## config.mk

```make
export PLATFORM = sky130hd
export DESIGN_NAME = self_program_flash_mailbox
export DESIGN_NICKNAME = d
export VERILOG_FILES = /design/src/flash_mailbox_pkg.sv /design/src/flash_op_timer.sv /design/src/self_program_flash_mailbox.sv
export VERILOG_INCLUDE_DIRS = /design/src
export SDC_FILE = /design/constraint.sdc
export NUM_CORES = 1
export LEC_CHECK = 0
export BUFFER_PORTS_ARGS = -buffer_cell sky130_fd_sc_hd__buf_2
export CORE_ASPECT_RATIO = 0.8
export CORE_MARGIN = 2
export CORE_UTILIZATION = 46
export CTS_CLUSTER_DIAMETER = 100
export CTS_CLUSTER_SIZE = 25
export DETAILED_ROUTE_END_ITERATION = 6
export HOLD_SLACK_MARGIN = 0.02
export SLEW_MARGIN = 20
export SYNTH_ARGS = -nofsm -noshare
export SYNTH_HDL_FRONTEND = slang
export SYNTH_SLANG_ARGS = --single-unit
```

## constraint.sdc

```tcl
create_clock -name clk -period 6.35 [get_ports clk]
set_clock_uncertainty 0.1 [all_clocks]
set_input_delay 1.27 -clock clk [delete_from_list [all_inputs] [get_ports clk]]
set_output_delay 1.27 -clock clk [all_outputs]
set_load 0.005 [all_outputs]
```

## src/flash_mailbox_cfg.svh

```systemverilog
// Constants for the self-programming flash mailbox: register offsets,
// field positions, command codes and operation times.
// Assumes a single 25 MHz core clock; times are converted to cycles here.
`ifndef FLASH_MAILBOX_CFG_SVH
`define FLASH_MAILBOX_CFG_SVH

// Special-function register offsets
`define SFR_CONFIG          8'hb1
`define SFR_COMMAND         8'hb2
`define SFR_ADDR_LOW        8'hb3
`define SFR_ADDR_HIGH       8'hb4
`define SFR_DATA            8'hb5
`define SFR_STATUS          8'hb6

// Field positions
`define CFG_ENABLE_BIT      6
`define CMD_IRQ_BIT         7
`define ST_OP_BUSY_BIT      2
`define ST_BYTE_BUSY_BIT    3
`define ADDR_BLOCK_BIT      7

// Reset values
`define RESET_BYTE          8'h00

// Command codes, low seven bits of the command byte
`define CMD_CHIP_ERASE      7'h01
`define CMD_BLOCK_ERASE     7'h0d
`define CMD_SECTOR_ERASE    7'h0b
`define CMD_BYTE_PROG       7'h0e
`define CMD_BURST_PROG      7'h06
`define CMD_BYTE_VERIFY     7'h0c
`define CMD_PROG_SB_A       7'h05
`define CMD_PROG_SB_B       7'h03
`define CMD_PROG_SB_C       7'h0f
`define CMD_PROG_RB_LOW     7'h08
`define CMD_PROG_RB_HIGH    7'h09
`define ERASE_KEY           8'h55
`define BLOCK1_NIBBLE       4'hf

// Sector and row geometry, as address low-bit masks
`define SECTOR_MASK_BLK0    16'h007f
`define SECTOR_MASK_BLK1    16'h003f
`define ROW_MASK_BLK0       16'h003f
`define ROW_MASK_BLK1       16'h001f
`define ROW_LAST_BLK0       7'h3f
`define ROW_LAST_BLK1       7'h1f

// Times in ns, and cycle counts derived from them
`define CLK_PERIOD_NS       40
`define T_CHIP_ERASE_NS     11700000
`define T_BLOCK_ERASE_NS    9400000
`define T_SECTOR_ERASE_NS   2300000
`define T_BYTE_PROG_NS      110000
`define T_BURST_BYTE_NS     45000
`define T_BURST_TIMEOUT_NS  20000
`define CYC_MAX(ns)         ((ns) / `CLK_PERIOD_NS)
`define CYC_MIN(ns)         (((ns) + `CLK_PERIOD_NS - 1) / `CLK_PERIOD_NS)
`define TIMER_W             20
`define GAP_W               10

`endif

```

## src/flash_mailbox_pkg.sv

```systemverilog
// Types shared by the flash mailbox and its operation timer.
// Assumes flash_mailbox_cfg.svh is compiled with it.
`include "flash_mailbox_cfg.svh"

package flash_mailbox_pkg;

    typedef enum logic [2:0] {
        op_none, op_chip_erase, op_block_erase, op_sector_erase,
        op_byte_prog, op_burst_prog, op_read, op_fuse
    } flash_op_e;

    typedef enum logic [1:0] {
        st_idle, st_timing, st_read, st_burst_gap
    } seq_state_e;

    // Request to the flash array
    typedef struct packed {
        logic        req;
        flash_op_e   op;
        logic        block;
        logic [15:0] addr;
        logic [7:0]  wdata;
    } flash_cmd_s;

    typedef struct packed {
        logic [`TIMER_W-1:0] cnt;
        logic                run;
        logic                done;
    } timer_s;

    typedef struct packed {
        logic [7:0]          prog_cfg;
        logic [7:0]          command;
        logic [7:0]          addr_high;
        logic [7:0]          addr_low;
        logic [7:0]          data;
        logic                op_busy;
        logic                byte_busy;
        seq_state_e          state;
        flash_op_e           cur_op;
        logic [6:0]          cur_code;
        logic                cur_block;
        logic [2:0]          sec_bits;
        logic [1:0]          remap;
        logic [1:0]          map_en;
        logic                map_loaded;
        logic [15:0]         burst_row;
        logic [6:0]          burst_left;
        logic [`GAP_W-1:0]   gap_cnt;
        logic                timer_start;
        logic [`TIMER_W-1:0] timer_load;
        logic [7:0]          sfr_rdata;
        flash_cmd_s          flash;
        logic                irq;
        logic                pin_sync1;
        logic                pin_sync2;
        logic                ext_irq_req;
        logic                code_read_fail;
    } mailbox_s;

endpackage : flash_mailbox_pkg

```

## src/flash_op_timer.sv

```systemverilog
// Erase and program duration timer, the internal timing oscillator.
// Assumes start is a one-cycle pulse from logic on the same clock.
`timescale 1ns/100ps
`include "flash_mailbox_cfg.svh"

module flash_op_timer (
    // Clock and reset
    input  wire logic                clk,
    input  wire logic                rst,
    // Control
    input  wire logic                start,
    input  wire logic [`TIMER_W-1:0] load,
    // Status
    output logic                     running,
    output logic                     done
);

    flash_mailbox_pkg::timer_s q, d;

    // Counts only while an operation needs it, stops at the end
    always_comb begin
        d      = q;
        d.done = 1'b0;
        if (start) begin
            d.cnt = load;
            d.run = 1'b1;
        end else if (q.run) begin
            if (q.cnt <= `TIMER_W'(1)) begin
                d.run  = 1'b0;
                d.done = 1'b1;
                d.cnt  = '0;
            end else begin
                d.cnt = q.cnt - `TIMER_W'(1);
            end
        end
    end

    always_ff @(posedge clk or posedge rst) begin
        if (rst) begin
            q <= '0;
        end else begin
            q <= d;
        end
    end

    assign running = q.run;
    assign done    = q.done;

endmodule : flash_op_timer

```

## src/self_program_flash_mailbox.sv

```systemverilog
// Self-programming flash mailbox: special-function registers through which
// the core erases, programs and verifies its own flash while running.
// Assumes the flash array executes flash_cmd requests and returns read data
// on flash_rdata in the cycle after a read request.
//
// Behaviour
// - Commands are ignored until configuration bit 6 enables decoding.
// - Only a write to the command register starts an operation.
// - Commands except chip erase and security or remap programming are refused on a locked block.
// - The unit times every erase and program itself.
// - Code 01h with data 55h erases both blocks, security and remap bits.
// - Code 0Dh with 55h erases block 0 or block 1 by address high bits.
// - Code 0Bh erases a 128-byte or 64-byte sector at the address.
// - Code 0Eh programs the data register into the addressed byte.
// - Code 06h programs a row byte by byte from the data register.
// - During a burst only further burst bytes and no code reads are valid.
// - Security commands only set unprogrammed bits, effective at completion.
// - Remap commands change stored remap bits; map enables follow at reset.
// - Code 0Ch reads the addressed byte into the data register.
// - Status bit 2 is high during an operation, low when ready.
// - Status bit 3 drops between burst bytes to request the next one.
// - A code read aimed at a busy block fails.
// - Command bit 7 selects completion interrupt instead of polling only.
// - In interrupt mode the interrupt-1 pin no longer feeds the interrupt.
// - Completion interrupt needs its enable, global enable and edge select.
// - The timing oscillator runs only during an operation.
`timescale 1ns/100ps
`include "flash_mailbox_cfg.svh"

module self_program_flash_mailbox #(
    parameter logic [`TIMER_W-1:0] CHIP_ERASE_CYC  =
        `TIMER_W'(`CYC_MAX(`T_CHIP_ERASE_NS)),
    parameter logic [`TIMER_W-1:0] BLOCK_ERASE_CYC =
        `TIMER_W'(`CYC_MAX(`T_BLOCK_ERASE_NS)),
    parameter logic [`TIMER_W-1:0] SECTOR_ERASE_CYC =
        `TIMER_W'(`CYC_MAX(`T_SECTOR_ERASE_NS))
) (
    // Clock and reset
    input  wire logic                          clk,
    input  wire logic                          rst,
    // Special-function register port
    input  wire logic [7:0]                    sfr_addr,
    input  wire logic                          sfr_wr,
    input  wire logic [7:0]                    sfr_wdata,
    output logic [7:0]                         sfr_rdata,
    // Flash array
    output flash_mailbox_pkg::flash_cmd_s      flash_cmd,
    input  wire logic [7:0]                    flash_rdata,
    // Code read checks
    input  wire logic                          code_read_req,
    input  wire logic [7:0]                    code_read_addr_high,
    output logic                               code_read_fail,
    // Interrupt controller
    input  wire logic                          irq_one_enable,
    input  wire logic                          global_irq_enable,
    input  wire logic                          irq_one_edge_select,
    input  wire logic                          ext_irq_one_pin,
    output logic                               completion_interrupt,
    output logic                               ext_irq_one_request,
    // Security and map state
    output logic [2:0]                         security_bits,
    output logic [1:0]                         map_enable,
    output logic                               timing_osc_run
);

    localparam logic [`TIMER_W-1:0] BYTE_PROG_CYC  =
        `TIMER_W'(`CYC_MAX(`T_BYTE_PROG_NS));
    localparam logic [`TIMER_W-1:0] BURST_BYTE_CYC =
        `TIMER_W'(`CYC_MAX(`T_BURST_BYTE_NS));
    localparam logic [`GAP_W-1:0]   BURST_GAP_CYC  =
        `GAP_W'(`CYC_MIN(`T_BURST_TIMEOUT_NS));

    flash_mailbox_pkg::mailbox_s q, d;
    logic                        timer_done;

    // Block decode of an address high byte: {valid, block}
    function automatic logic [1:0] block_of(input logic [7:0] ah);
        if (!ah[`ADDR_BLOCK_BIT]) begin
            block_of = 2'h2;
        end else if (ah[7:4] == `BLOCK1_NIBBLE) begin
            block_of = 2'h3;
        end else begin
            block_of = 2'h0;
        end
    endfunction : block_of

    // Lock state of a block: bit a locks block 1, bits b and c lock both
    function automatic logic locked(input logic blk, input logic [2:0] sb);
        locked = blk ? (|sb) : (sb[1] | sb[2]);
    endfunction : locked

    // Row base of an address within its block
    function automatic logic [15:0] row_of(input logic blk, input logic [15:0] a);
        row_of = a & ~(blk ? `ROW_MASK_BLK1 : `ROW_MASK_BLK0);
    endfunction : row_of

    flash_op_timer u_timer (
        .clk     (clk),
        .rst     (rst),
        .start   (q.timer_start),
        .load    (q.timer_load),
        .running (timing_osc_run),
        .done    (timer_done)
    );

    always_comb begin
        logic                        cmd_write;
        logic [6:0]                  code;
        logic [1:0]                  blk_dec;
        logic [15:0]                 addr;
        logic                        launch;
        flash_mailbox_pkg::flash_op_e launch_op;
        logic [`TIMER_W-1:0]         launch_cyc;
        logic [15:0]                 launch_addr;
        logic                        finish;
        logic [1:0]                  rd_dec;

        d             = q;
        cmd_write     = 1'b0;
        code          = sfr_wdata[6:0];
        blk_dec       = block_of(q.addr_high);
        addr          = {q.addr_high, q.addr_low};
        launch        = 1'b0;
        launch_op     = flash_mailbox_pkg::op_none;
        launch_cyc    = BYTE_PROG_CYC;
        launch_addr   = addr;
        finish        = 1'b0;
        rd_dec        = block_of(code_read_addr_high);
        d.flash.req   = 1'b0;
        d.timer_start = 1'b0;
        d.irq         = 1'b0;

        // Interrupt-1 pin synchroniser; disconnected in interrupt mode
        d.pin_sync1   = ext_irq_one_pin;
        d.pin_sync2   = q.pin_sync1;
        d.ext_irq_req = q.command[`CMD_IRQ_BIT] ? 1'b0 : q.pin_sync2;

        // Map enables take the stored remap field once after reset
        if (!q.map_loaded) begin
            d.map_en     = q.remap;
            d.map_loaded = 1'b1;
        end

        // Code reads fail on a busy block or during a burst
        d.code_read_fail = 1'b0;
        if (code_read_req) begin
            if (q.op_busy && q.cur_op == flash_mailbox_pkg::op_burst_prog) begin
                d.code_read_fail = 1'b1;
            end else if (q.op_busy && rd_dec[1] &&
                         (q.cur_op == flash_mailbox_pkg::op_chip_erase ||
                          rd_dec[0] == q.cur_block)) begin
                d.code_read_fail = 1'b1;
            end
        end

        // Register reads
        if (sfr_addr == `SFR_CONFIG) begin
            d.sfr_rdata = q.prog_cfg;
        end else if (sfr_addr == `SFR_COMMAND) begin
            d.sfr_rdata = q.command;
        end else if (sfr_addr == `SFR_ADDR_LOW) begin
            d.sfr_rdata = q.addr_low;
        end else if (sfr_addr == `SFR_ADDR_HIGH) begin
            d.sfr_rdata = q.addr_high;
        end else if (sfr_addr == `SFR_DATA) begin
            d.sfr_rdata = q.data;
        end else if (sfr_addr == `SFR_STATUS) begin
            d.sfr_rdata = `RESET_BYTE;
            d.sfr_rdata[`ST_OP_BUSY_BIT]   = q.op_busy;
            d.sfr_rdata[`ST_BYTE_BUSY_BIT] = q.byte_busy;
        end else begin
            d.sfr_rdata = `RESET_BYTE;
        end

        // Register writes
        if (sfr_wr) begin
            if (sfr_addr == `SFR_CONFIG) begin
                d.prog_cfg = sfr_wdata;
            end else if (sfr_addr == `SFR_COMMAND) begin
                cmd_write = q.prog_cfg[`CFG_ENABLE_BIT];
            end else if (sfr_addr == `SFR_ADDR_LOW) begin
                d.addr_low = sfr_wdata;
            end else if (sfr_addr == `SFR_ADDR_HIGH) begin
                d.addr_high = sfr_wdata;
            end else if (sfr_addr == `SFR_DATA) begin
                d.data = sfr_wdata;
            end
        end

        case (q.state)
            flash_mailbox_pkg::st_idle: begin
                if (cmd_write) begin
                    if (code == `CMD_CHIP_ERASE) begin
                        if (q.data == `ERASE_KEY) begin
                            launch     = 1'b1;
                            launch_op  = flash_mailbox_pkg::op_chip_erase;
                            launch_cyc = CHIP_ERASE_CYC;
                        end
                    end else if (code == `CMD_PROG_SB_A || code == `CMD_PROG_SB_B ||
                                 code == `CMD_PROG_SB_C || code == `CMD_PROG_RB_LOW ||
                                 code == `CMD_PROG_RB_HIGH) begin
                        launch    = 1'b1;
                        launch_op = flash_mailbox_pkg::op_fuse;
                    end else if (code == `CMD_BLOCK_ERASE || code == `CMD_SECTOR_ERASE ||
                                 code == `CMD_BYTE_PROG || code == `CMD_BURST_PROG ||
                                 code == `CMD_BYTE_VERIFY) begin
                        if (blk_dec[1] && !locked(blk_dec[0], q.sec_bits)) begin
                            launch = 1'b1;
                            if (code == `CMD_BLOCK_ERASE) begin
                                launch     = (q.data == `ERASE_KEY);
                                launch_op  = flash_mailbox_pkg::op_block_erase;
                                launch_cyc = BLOCK_ERASE_CYC;
                            end else if (code == `CMD_SECTOR_ERASE) begin
                                launch_op   = flash_mailbox_pkg::op_sector_erase;
                                launch_cyc  = SECTOR_ERASE_CYC;
                                launch_addr = addr & ~(blk_dec[0] ? `SECTOR_MASK_BLK1
                                                                  : `SECTOR_MASK_BLK0);
                            end else if (code == `CMD_BYTE_PROG) begin
                                launch_op = flash_mailbox_pkg::op_byte_prog;
                            end else if (code == `CMD_BURST_PROG) begin
                                launch_op    = flash_mailbox_pkg::op_burst_prog;
                                launch_cyc   = BURST_BYTE_CYC;
                                d.burst_row  = row_of(blk_dec[0], addr);
                                d.burst_left = blk_dec[0] ? `ROW_LAST_BLK1 : `ROW_LAST_BLK0;
                            end else begin
                                launch_op = flash_mailbox_pkg::op_read;
                            end
                        end
                    end
                end
                if (launch) begin
                    d.command   = sfr_wdata;
                    d.cur_code  = code;
                    d.cur_op    = launch_op;
                    d.cur_block = blk_dec[0];
                    d.op_busy   = 1'b1;
                    d.byte_busy = 1'b1;
                    d.flash.req   = (launch_op != flash_mailbox_pkg::op_fuse);
                    d.flash.op    = launch_op;
                    d.flash.block = blk_dec[0];
                    d.flash.addr  = launch_addr;
                    d.flash.wdata = q.data;
                    if (launch_op == flash_mailbox_pkg::op_read) begin
                        d.state = flash_mailbox_pkg::st_read;
                    end else begin
                        d.state       = flash_mailbox_pkg::st_timing;
                        d.timer_start = 1'b1;
                        d.timer_load  = launch_cyc;
                    end
                end
            end
            flash_mailbox_pkg::st_timing: begin
                if (timer_done) begin
                    if (q.cur_op == flash_mailbox_pkg::op_chip_erase) begin
                        d.sec_bits = '0;
                        d.remap    = '0;
                        finish     = 1'b1;
                    end else if (q.cur_op == flash_mailbox_pkg::op_fuse) begin
                        if (q.cur_code == `CMD_PROG_SB_A) begin
                            d.sec_bits[0] = 1'b1;
                        end else if (q.cur_code == `CMD_PROG_SB_B) begin
                            d.sec_bits[1] = 1'b1;
                        end else if (q.cur_code == `CMD_PROG_SB_C) begin
                            d.sec_bits[2] = 1'b1;
                        end else if (q.cur_code == `CMD_PROG_RB_LOW) begin
                            d.remap[0] = 1'b1;
                        end else begin
                            d.remap[1] = 1'b1;
                        end
                        finish = 1'b1;
                    end else if (q.cur_op == flash_mailbox_pkg::op_burst_prog &&
                                 q.burst_left != 7'h00) begin
                        d.state      = flash_mailbox_pkg::st_burst_gap;
                        d.byte_busy  = 1'b0;
                        d.gap_cnt    = BURST_GAP_CYC;
                        d.burst_left = q.burst_left - 7'h01;
                    end else begin
                        finish = 1'b1;
                    end
                end
            end
            flash_mailbox_pkg::st_read: begin
                d.data = q.flash.req ? d.data : flash_rdata;
                finish = !q.flash.req;
            end
            flash_mailbox_pkg::st_burst_gap: begin
                if (cmd_write && code == `CMD_BURST_PROG &&
                    row_of(q.cur_block, addr) == q.burst_row) begin
                    d.command     = sfr_wdata;
                    d.byte_busy   = 1'b1;
                    d.state       = flash_mailbox_pkg::st_timing;
                    d.timer_start = 1'b1;
                    d.timer_load  = BURST_BYTE_CYC;
                    d.flash.req   = 1'b1;
                    d.flash.op    = flash_mailbox_pkg::op_burst_prog;
                    d.flash.addr  = addr;
                    d.flash.wdata = q.data;
                end else if (q.gap_cnt <= `GAP_W'(1)) begin
                    finish = 1'b1;
                end else begin
                    d.gap_cnt = q.gap_cnt - `GAP_W'(1);
                end
            end
            default: begin
                d.state = flash_mailbox_pkg::st_idle;
            end
        endcase

        if (finish) begin
            d.state     = flash_mailbox_pkg::st_idle;
            d.op_busy   = 1'b0;
            d.byte_busy = 1'b0;
            d.irq       = q.command[`CMD_IRQ_BIT] & irq_one_enable &
                          global_irq_enable & irq_one_edge_select;
        end
    end

    always_ff @(posedge clk or posedge rst) begin
        if (rst) begin
            q <= '0;
        end else begin
            q <= d;
        end
    end

    assign sfr_rdata            = q.sfr_rdata;
    assign flash_cmd            = q.flash;
    assign code_read_fail       = q.code_read_fail;
    assign completion_interrupt = q.irq;
    assign ext_irq_one_request  = q.ext_irq_req;
    assign security_bits        = q.sec_bits;
    assign map_enable           = q.map_en;

endmodule : self_program_flash_mailbox

```

==> results of run 1 <==
metrics by stage:
step / util [%] / instance area [um^2] / cells
floorplan: - / 9240 / 941
CTS: 51.3 / 10100 / 1232
global route: 51.3 / 10100 / 1232
global placement: 48.2 / 9510 / 1200
finish: 51.3 / 10100 / 1232
detailed placement: 48.2 / 9510 / 1200
power by group through the flow:
stage / Combinational (uW) / Clock, uW / Sequential, uW
after floorplan: 705 / 0 / 1330
after global placement: 829 / 0 / 1390
after detailed placement: 839 / 0 / 1380
after CTS: 843 / 1100 / 1370
after global routing: 943 / 1140 / 1390
final: 843 / 1080 / 1370
flip-flops by register name (all words and copies together) (netlist names):
signal,count
u_timer.done,1
map_enable,2
flash_cmd,29
d,1
completion_interrupt,1
q,101
sfr_rdata,8
code_read_fail,1
security_bits,3
u_timer.running,1
u_timer.q,20
ext_irq_one_request,1
layout make-up:
type / count / area, um^2 / area share (%)
timing repair buffer: 91 / 480 / 4.74
tap: 264 / 330 / 3.26
multi-input combinational: 627 / 4290 / 42.3
inverter: 49 / 189 / 1.87
clock inverter: 15 / 185 / 1.83
sequential: 169 / 4230 / 41.8
clock buffer: 17 / 425 / 4.20
path summary, 6_finish.rpt:
path / endpoint / slack [ns] / depth (start not counted) / startpoint
worst max register to register: flash_cmd[26] / 2.18 / 7 / q[142]
max in group asynchronous: completion_interrupt / 4.18 / 3 / rst
worst min register to register: q[2] / 0.25 / 0 / d[2]
worst max-delay path: flash_cmd[26] / 2.14 / 8 / sfr_addr[0]
min in group asynchronous: flash_cmd[13] / 0.76 / 2 / rst
worst min-delay path: q[2] / 0.25 / 0 / d[2]
layer usage:
metal | up-vias | wire, um | global-route usage (%)
li1 | 3414 | - | -
met1 | 3581 | 12400 | 37.8
met2 | 217 | 9480 | 32.0
met3 | 7 | 1470 | 5.11
met4 | 0 | 104 | 4.37
met5 | - | 0 | 0
worst reg2reg max path: cells and delay by family, from the launching register on:
kind | cells | cell delay [ns]
AOI/OAI and AO/OA | 2 | 1.40
DFF | 1 | 0.56
buffers and inverters | 1 | 0.28
xor gates and xnor gates | 1 | 0.24
muxes | 1 | 0.18
and+or+nand+nor | 2 | 1.33
logic make-up (layout without fill, tap and decap cells):
| group | Yosys count | in the layout | synth area share [%] |
|---|---|---|---|
| xor gates and xnor gates | 16 | 16 | 1.52 |
| DFF | 169 | 169 | 45.7 |
| adders and majority gates | 10 | 10 | 1.35 |
| buffers and inverters | 145 | 172 | 8.07 |
| and+or+nand+nor | 293 | 293 | 16.5 |
| muxes | 81 | 81 | 10.2 |
| other | 1 | 1 | 0.0406 |
| AOI/OAI and AO/OA | 226 | 226 | 16.6 |
synthesized netlist by cell type (6+ instances only):
cell      instances  share of area [%]
mux2_4           16                2.6
a21o_1            6               0.49
dfrtp_1         169                 46
and3_1            8               0.54
buf_2            11               0.60
mux2i_1          21                2.3
or3_1            11               0.74
nand4_1           8               0.54
buf_4            44                3.6
a22o_1            6               0.57
a211oi_1          7               0.57
mux2_2           44                5.4
nand3_1          24                1.3
nor2_1           73                3.0
xor2_1           13                1.2
a21oi_1          33                1.8
nor4_1           12               0.81
a31oi_1          11               0.74
nor3_1           30                1.6
ha_1             10                1.4
o211ai_1         11               0.89
nor2b_1          12               0.81
a221oi_1         18                1.7
and2_1           11               0.74
inv_1            49                2.0
nand2_1          63                2.6
o21ai_0          64                3.5
o41ai_1          13                1.2
clkbuf_1         36                1.5
o31ai_1           8               0.65
==> flow_summary_export.csv, run 1 <==
group,metric,value,unit
setup_path,path_cells,"buf_2 > nor3b_4 > and4bb_1 > nand2_4 > o31a_1 > a21oi_2 > buf_4 > mux2i_1",
grt,grt_max_degree,67,
logic_synthesis,synth_ff_type,"dfrtp_1",
sta,timing.slew.headroom,35.7,%
finish,area_growth,9.56,%
power,power.density,325,nW/um^2
placement,place.gp.congestion,0.937,
finish,final_cell_mix,"169 x dfrtp_1, 81 x buf_2, 73 x nor2_1",
clock_network,clock-sinks,169,
logic_synthesis,syn_inst,941,
sta,min_period,4.21,ns
logic_synthesis,syn-mean-instance-area,9.82,um^2
die,ios,86,
sta,slew_violations,0,
power,p_total,3290,uW
sta,tns,0,ns
sta,fin_ws,2.14,ns
grt,grt_pass1_vias,6646,
power,seqPwrFrac,41.7,%
sta,max_freq,237,MHz
grt,antenna_found_initial,0,
logic_synthesis,synth_fp_nets,991,
setup_path,crit_buf_inv,2,
drt,drt-initial-drc-count,742,
power,switchingPower,1120,uW
logic_synthesis,synth_edf_count,0,
drt,routed_wirelength,23400,um
clock_network,cts_max_level,4,
die,coreArea,19700,um^2
sta,period_share,66.3,%
sta,final-hold-violation-count,0,
sta,tightest_slew,0.960,ns
clock_network,post_cts_resized,0,
finish,final_common_cell,"dfrtp_1",
sta,worst_hold_slack,0.254,ns
hold_path,hp-class,"flop to flop",
placement,dp.final_hpwl,16700,um
finish,n_antenna_cell,0,
run,max_cap_violations,0,
finish,final_net_count,1005,
outcome,outcome,"finished clean",
die,die_h,131,um
logic_synthesis,yosysWarnings,0,
logic_synthesis,ys_types,73,
drt,ant_nets,0,
clock_network,cts_setup_buffers,0,
setup_path,critPathKind,"primary input to flop",
drt,firstDrtPassIters,5,
clock_network,ctsHoldBuffers,0,
power,swShare,34.0,%
placement,portBuffers,81,
sta,rsz0062_at_grt,"false",
power,comb_power_share,25.6,%
placement,pre_cts_slack,1.71,ns
power,peakVddDrop,0.159,mV
grt,grt_usage,23.4,%
setup_path,critPathMaxStageDelay,0.73,ns
finish,drive_above_1_share,20.2,%
setup_path,slowest_stage,"a21oi_2",
die,row_count,46,
setup_path,crit_fanout,17,
clock_network,clk_pin_slew_worst_paths,0.07,ns
logic_synthesis,ys_seq_elements,169,
sta,setup_viol,0,
setup_path,crit_family,"compound AO/OA/AOI/OAI gates",
power,p_leak,0.00469,uW
logic_synthesis,syn_area,9240,um^2
finish,fill_cells,1844,
logic_synthesis,async_flop_share,100,%
drt,avgViaCountPerCell,5.86,
drt,wire_per_inst,19.0,um
logic_synthesis,seq_area_frac_synth,45.7,%
setup_path,start_kind,"primary input",
clock_network,cts_buffer_depth,2,
power,p_clk_share,32.8,%
setup_path,endpoint_kind,"flop",
clock_network,cts_tree,"built",
power,intPower,2170,uW
grt,grt_pass1_wl,38100,um
setup_path,worstPathRequired,6.60,ns
die,die_width,162,um
die,start_util,46.8,%
setup_path,cp.arrival,4.46,ns
clock_network,clock_latency,0.43,ns
drt,drc,0,
die,dieArea,21300,um^2
clock_network,numCtsBuffers,17,
drt,via_count,7219,
grt,grt.overflow.total,0,
clock_network,cts-root-buf,"clkbuf_16",
Power figures use the tool's default switching activity.
==> run 2: changes to the inputs <==
- clock period: 6.35 -> 4.4 ns (I/O delays scaled with it)
==> flow_summary_export.csv, run 2 (same netlist as run 1, synthesis figures left out) <==
group,metric,value,unit
clock_network,cts_buffer_depth,2,
sta,tns,0,ns
finish,drive_above_1_share,20.8,%
finish,n_antenna_cell,0,
die,start_util,46.8,%
setup_path,worstReg2RegEnd,"q[57]",
clock_network,cts_setup_buffers,0,
grt,grt_usage,23.3,%
clock_network,cts_max_level,4,
finish,top_register,"q",
placement,dp.final_hpwl,16500,um
finish,area_growth,10.0,%
hold_path,whs_endpoint,"q[2]",
setup_path,worstPathRequired,4.64,ns
clock_network,cts_tree,"built",
placement,portBuffers,81,
die,dieArea,21300,um^2
placement,place.gp.congestion,0.921,
hold_path,hp-class,"flop to flop",
drt,routed_wirelength,23700,um
power,p_total,4750,uW
clock_network,clock_latency,0.44,ns
grt,grt_pass1_wl,37900,um
die,die_width,162,um
clock_network,cts-root-buf,"clkbuf_16",
drt,via_count,7163,
setup_path,path_cells,"buf_2 > nor3b_4 > and4bb_1 > buf_4 > nand2_1 > a2111oi_0 > nand3_1 > o21ai_0",
drt,firstDrtPassIters,5,
sta,period_share,80.6,%
grt,grt_max_degree,170,
setup_path,slowest_stage,"a2111oi_0",
setup_path,critPathMaxStageDelay,0.85,ns
sta,tightest_slew,0.950,ns
setup_path,cp.arrival,3.79,ns
setup_path,critPathKind,"primary input to flop",
sta,min_period,3.55,ns
sta,final-hold-violation-count,0,
sta,rsz0062_at_grt,"false",
clock_network,post_cts_resized,0,
grt,grt_pass1_vias,6648,
clock_network,ctsHoldBuffers,0,
setup_path,rr_worst_depth,6,
setup_path,endpoint_kind,"flop",
sta,slew_violations,0,
power,power.density,467,nW/um^2
finish,largest_reg_flops,101,
die,die_h,131,um
drt,ant_nets,0,
power,p_leak,0.00471,uW
grt,grt.overflow.total,0,
outcome,outcome,"finished clean",
setup_path,reg2reg_from,"q[141]",
drt,wire_per_inst,19.1,um
drt,avgViaCountPerCell,5.79,
clock_network,clk_pin_slew_worst_paths,0.07,ns
hold_path,hold_path_depth,0,
die,coreArea,19700,um^2
clock_network,numCtsBuffers,17,
clock_network,clock-sinks,169,
die,row_count,46,
drt,drc,0,
finish,final_common_cell,"dfrtp_1",
sta,setup_viol,0,
setup_path,rrSetupSlack,1.14,ns
power,peakVddDrop,0.284,mV
sta,timing.slew.headroom,35.0,%
setup_path,crit_fanout,10,
run,max_cap_violations,0,
finish,final_cell_mix,"169 x dfrtp_1, 81 x buf_2, 72 x nor2_1",
sta,max_freq,282,MHz
sta,worst_hold_slack,0.257,ns
grt,antenna_found_initial,1,
drt,drt-initial-drc-count,600,
setup_path,start_kind,"primary input",
die,ios,86,
hold_path,min_from,"d[2]",
finish,final_net_count,1010,
==> run 2: cell count changes in the layout (fill, tap and decap cells not counted), sizes merged <==
cell	delta
clkinvlp	-1
inv	+2
buf	+5
bufinv	-1
==> run 2: metal layers <==
layer  part of all wire, %  routed length, um  GRT usage (%)  vias to the layer above
met5                 0.055                 13              0                        -
met4                  0.64                152           4.22                        2
met3                   6.5               1550           5.08                       15
met2                    40               9550           32.1                      229
met1                    52              12400           37.3                     3488
li1                      -                  -              -                     3429
==> run 2: critical path, delay by kind of cell <==
| family | cells | cell delay (ns) |
|---|---|---|
| AO/OA/AOI/OAI | 2 | 1.13 |
| AND/OR/NAND/NOR | 4 | 1.36 |
| buffers and inverters | 2 | 0.42 |
==> run 2: how the worst max path moves through the flow <==
| stage | startpoint | endpoint | slack (ns) | cells past startpoint |
|---|---|---|---|---|
| after global placement | sfr_wdata[0] | q[146] | 0.69 | 9 |
| final | sfr_addr[1] | q[57] | 0.85 | 8 |
| after floorplan | sfr_addr[0] | flash_cmd[17] | 1.18 | 10 |
| after CTS | sfr_addr[1] | q[57] | 1.05 | 8 |
| after global routing | sfr_addr[1] | q[59] | 0.67 | 8 |
| after detailed placement | sfr_addr[1] | q[57] | 0.68 | 8 |
==> run 2: layout make-up <==
class,count,area (um^2)
fill,1832,9570
multi-input combinational,627,4280
sequential,169,4230
timing repair buffer,96,543
clock buffer,17,425
tap,264,330
inverter,49,188
clock inverter,15,171
==> run 2: stage by stage <==
step,instances,setup slack [ns],instance area (um^2),utilization (%)
floorplan,941,1.18,9250,-
global placement,1205,0.687,9570,48.5
detailed placement,1205,0.677,9570,48.5
CTS,1237,1.05,10200,51.5
global route,1237,0.673,10200,51.5
finish,1237,0.854,10200,51.5
==> run 2: report_power, final <==
group          switching, uW  internal (uW)
combinational            721            527
sequential               209           1770
clock                    713            813
==> run 3: changes to the inputs <==
- PLACE_DENSITY: default -> 0.67
- clock period: 4.4 -> 3 ns (I/O delays scaled with it)
==> flow_summary_export.csv, run 3 (same netlist as run 1, synthesis figures left out) <==
group,metric,value,unit
sta,period_share,92.0,%
die,die_h,131,um
setup_path,start_kind,"flop",
finish,drive_above_1_share,25.2,%
die,start_util,46.8,%
placement,place.gp.congestion,0.956,
power,peakVddDrop,0.355,mV
setup_path,path_cells,"xor2_1 > nor4_2 > nand4_1 > o31a_1 > buf_4 > a21oi_2 > buf_4 > mux2_2",
finish,final_net_count,1067,
sta,timing.slew.headroom,41.0,%
placement,portBuffers,81,
setup_path,critPathMaxStageDelay,0.44,ns
finish,final_common_cell,"dfrtp_1",
drt,wl_met2,10300,um
setup_path,slowest_stage,"dfrtp_1",
drt,drc,0,
drt,drt-initial-drc-count,694,
setup_path,worstPathRequired,3.22,ns
clock_network,clock_latency,0.44,ns
clock_network,cts_tree,"built",
sta,final-hold-violation-count,0,
grt,grt_max_degree,48,
setup_path,cp.arrival,2.98,ns
clock_network,cts_buffer_depth,2,
clock_network,clk_pin_slew_worst_paths,0.07,ns
finish,largest_reg_flops,101,
grt,grt_pass1_vias,7150,
grt,grt_usage,24.4,%
hold_path,hp-class,"primary input to flop",
placement,place_inst,1262,
clock_network,cts_setup_buffers,0,
sta,min_period,2.76,ns
grt,grt_pass1_wl,39800,um
power,p_leak,0.00501,uW
sta,max_freq,362,MHz
die,ios,86,
die,dieArea,21300,um^2
setup_path,crit_fanout,16,
clock_network,clock-sinks,169,
placement,placed_area,10000,um^2
clock_network,cts-root-buf,"clkbuf_16",
sta,tightest_slew,0.885,ns
drt,routed.top_layer,"met4",
drt,via_count,7532,
finish,area_growth,15.1,%
drt,ant_nets,0,
drt,dr_wl_met3,1770,um
die,coreArea,19700,um^2
finish,n_antenna_cell,0,
drt,drt-met1-wl,12300,um
setup_path,crit_family,"simple AND/OR/NAND/NOR gates",
drt,avgViaCountPerCell,5.82,
clock_network,numCtsBuffers,17,
sta,slew_violations,0,
run,max_cap_violations,0,
placement,dp.final_hpwl,18000,um
sta,rsz0062_at_grt,"false",
die,die_width,162,um
setup_path,crit_buf_inv,2,
finish,top_register,"q",
finish,final_cell_mix,"169 x dfrtp_1, 81 x buf_2, 72 x nor2_1",
grt,grt.overflow.total,0,
power,power.density,666,nW/um^2
setup_path,critPathKind,"flop to flop",
setup_path,endpoint_kind,"flop",
setup_path,crit_path_frequent_cell,"buf_4",
drt,firstDrtPassIters,5,
sta,setup_viol,0,
finish,fin_cells,1294,
outcome,outcome,"finished clean",
die,row_count,46,
clock_network,ctsHoldBuffers,0,
grt,antenna_found_initial,1,
drt,wire_per_inst,19.0,um
finish,final_area,10600,um^2
clock_network,cts_max_level,4,
drt,routed_wirelength,24600,um
clock_network,post_cts_resized,0,
[run 3: cell types whose count changed in the layout (fill, tap and decap cells not counted), sizes merged]
cell,previous run,this run
buf,96,153
clkinv,4,3
inv,57,58
[run 3: power breakdown]
part,total (uW),internal (uW),leakage (uW),switching [uW]
clock network,2240,1190,0.000292,1050
registers,2890,2600,0.00224,290
logic,1960,862,0.00248,1090
total,7090,4650,0.00501,2440
[run 3: area by class of cell]
class / instances / area [um^2]
clock buffer: 17 / 425
clock inverter: 15 / 171
fill: 1776 / 9100
inverter: 49 / 188
multi-input combinational: 627 / 4300
sequential: 169 / 4230
tap: 264 / 330
timing repair buffer: 153 / 996
[run 3: worst register-to-register path, delay by kind of cell, from the launching register on]
kind	cells	cell delay [ns]
AND/OR/NAND/NOR	2	0.64
AO/OA/AOI/OAI	2	0.53
flip-flops	1	0.44
buffers and inverters	2	0.42
XOR/XNOR	1	0.18
multiplexers	1	0.34
[run 3: path summary, 6_finish.rpt]
check / startpoint / end / slack, ns / cells past startpoint
min in group asynchronous: rst / flash_cmd[20] / 0.21 / 2
max in group asynchronous: rst / sfr_rdata[6] / 1.86 / 3
max: q[137] / flash_cmd[0] / 0.24 / 8
max reg2reg: q[137] / flash_cmd[0] / 0.24 / 8
min reg2reg: d[2] / q[2] / 0.27 / 0
min: ext_irq_one_pin / d[2] / 0.16 / 1
[run 3: per-layer routing]
| layer | GRT usage (%) | up-vias |
|---|---|---|
| li1 | - | 3538 |
| met1 | 37.9 | 3721 |
| met2 | 35.0 | 249 |
| met3 | 5.18 | 24 |
| met4 | 5.05 | 0 |
| met5 | 0 | - |
[run 3: metrics by stage]
step	total power [uW]	hold slack (ns)	utilization (%)	setup TNS, ns	setup WS (ns)
finish	7090	0.161	53.9	0	0.241
global route	7470	0.147	53.9	0	0.140
CTS	7120	0.149	53.8	0	0.0847
detailed placement	4850	0.254	50.8	-0.679	-0.0588
global placement	4820	0.247	50.8	-0.473	-0.0404
floorplan	4310	0.231	-	0	0.0647
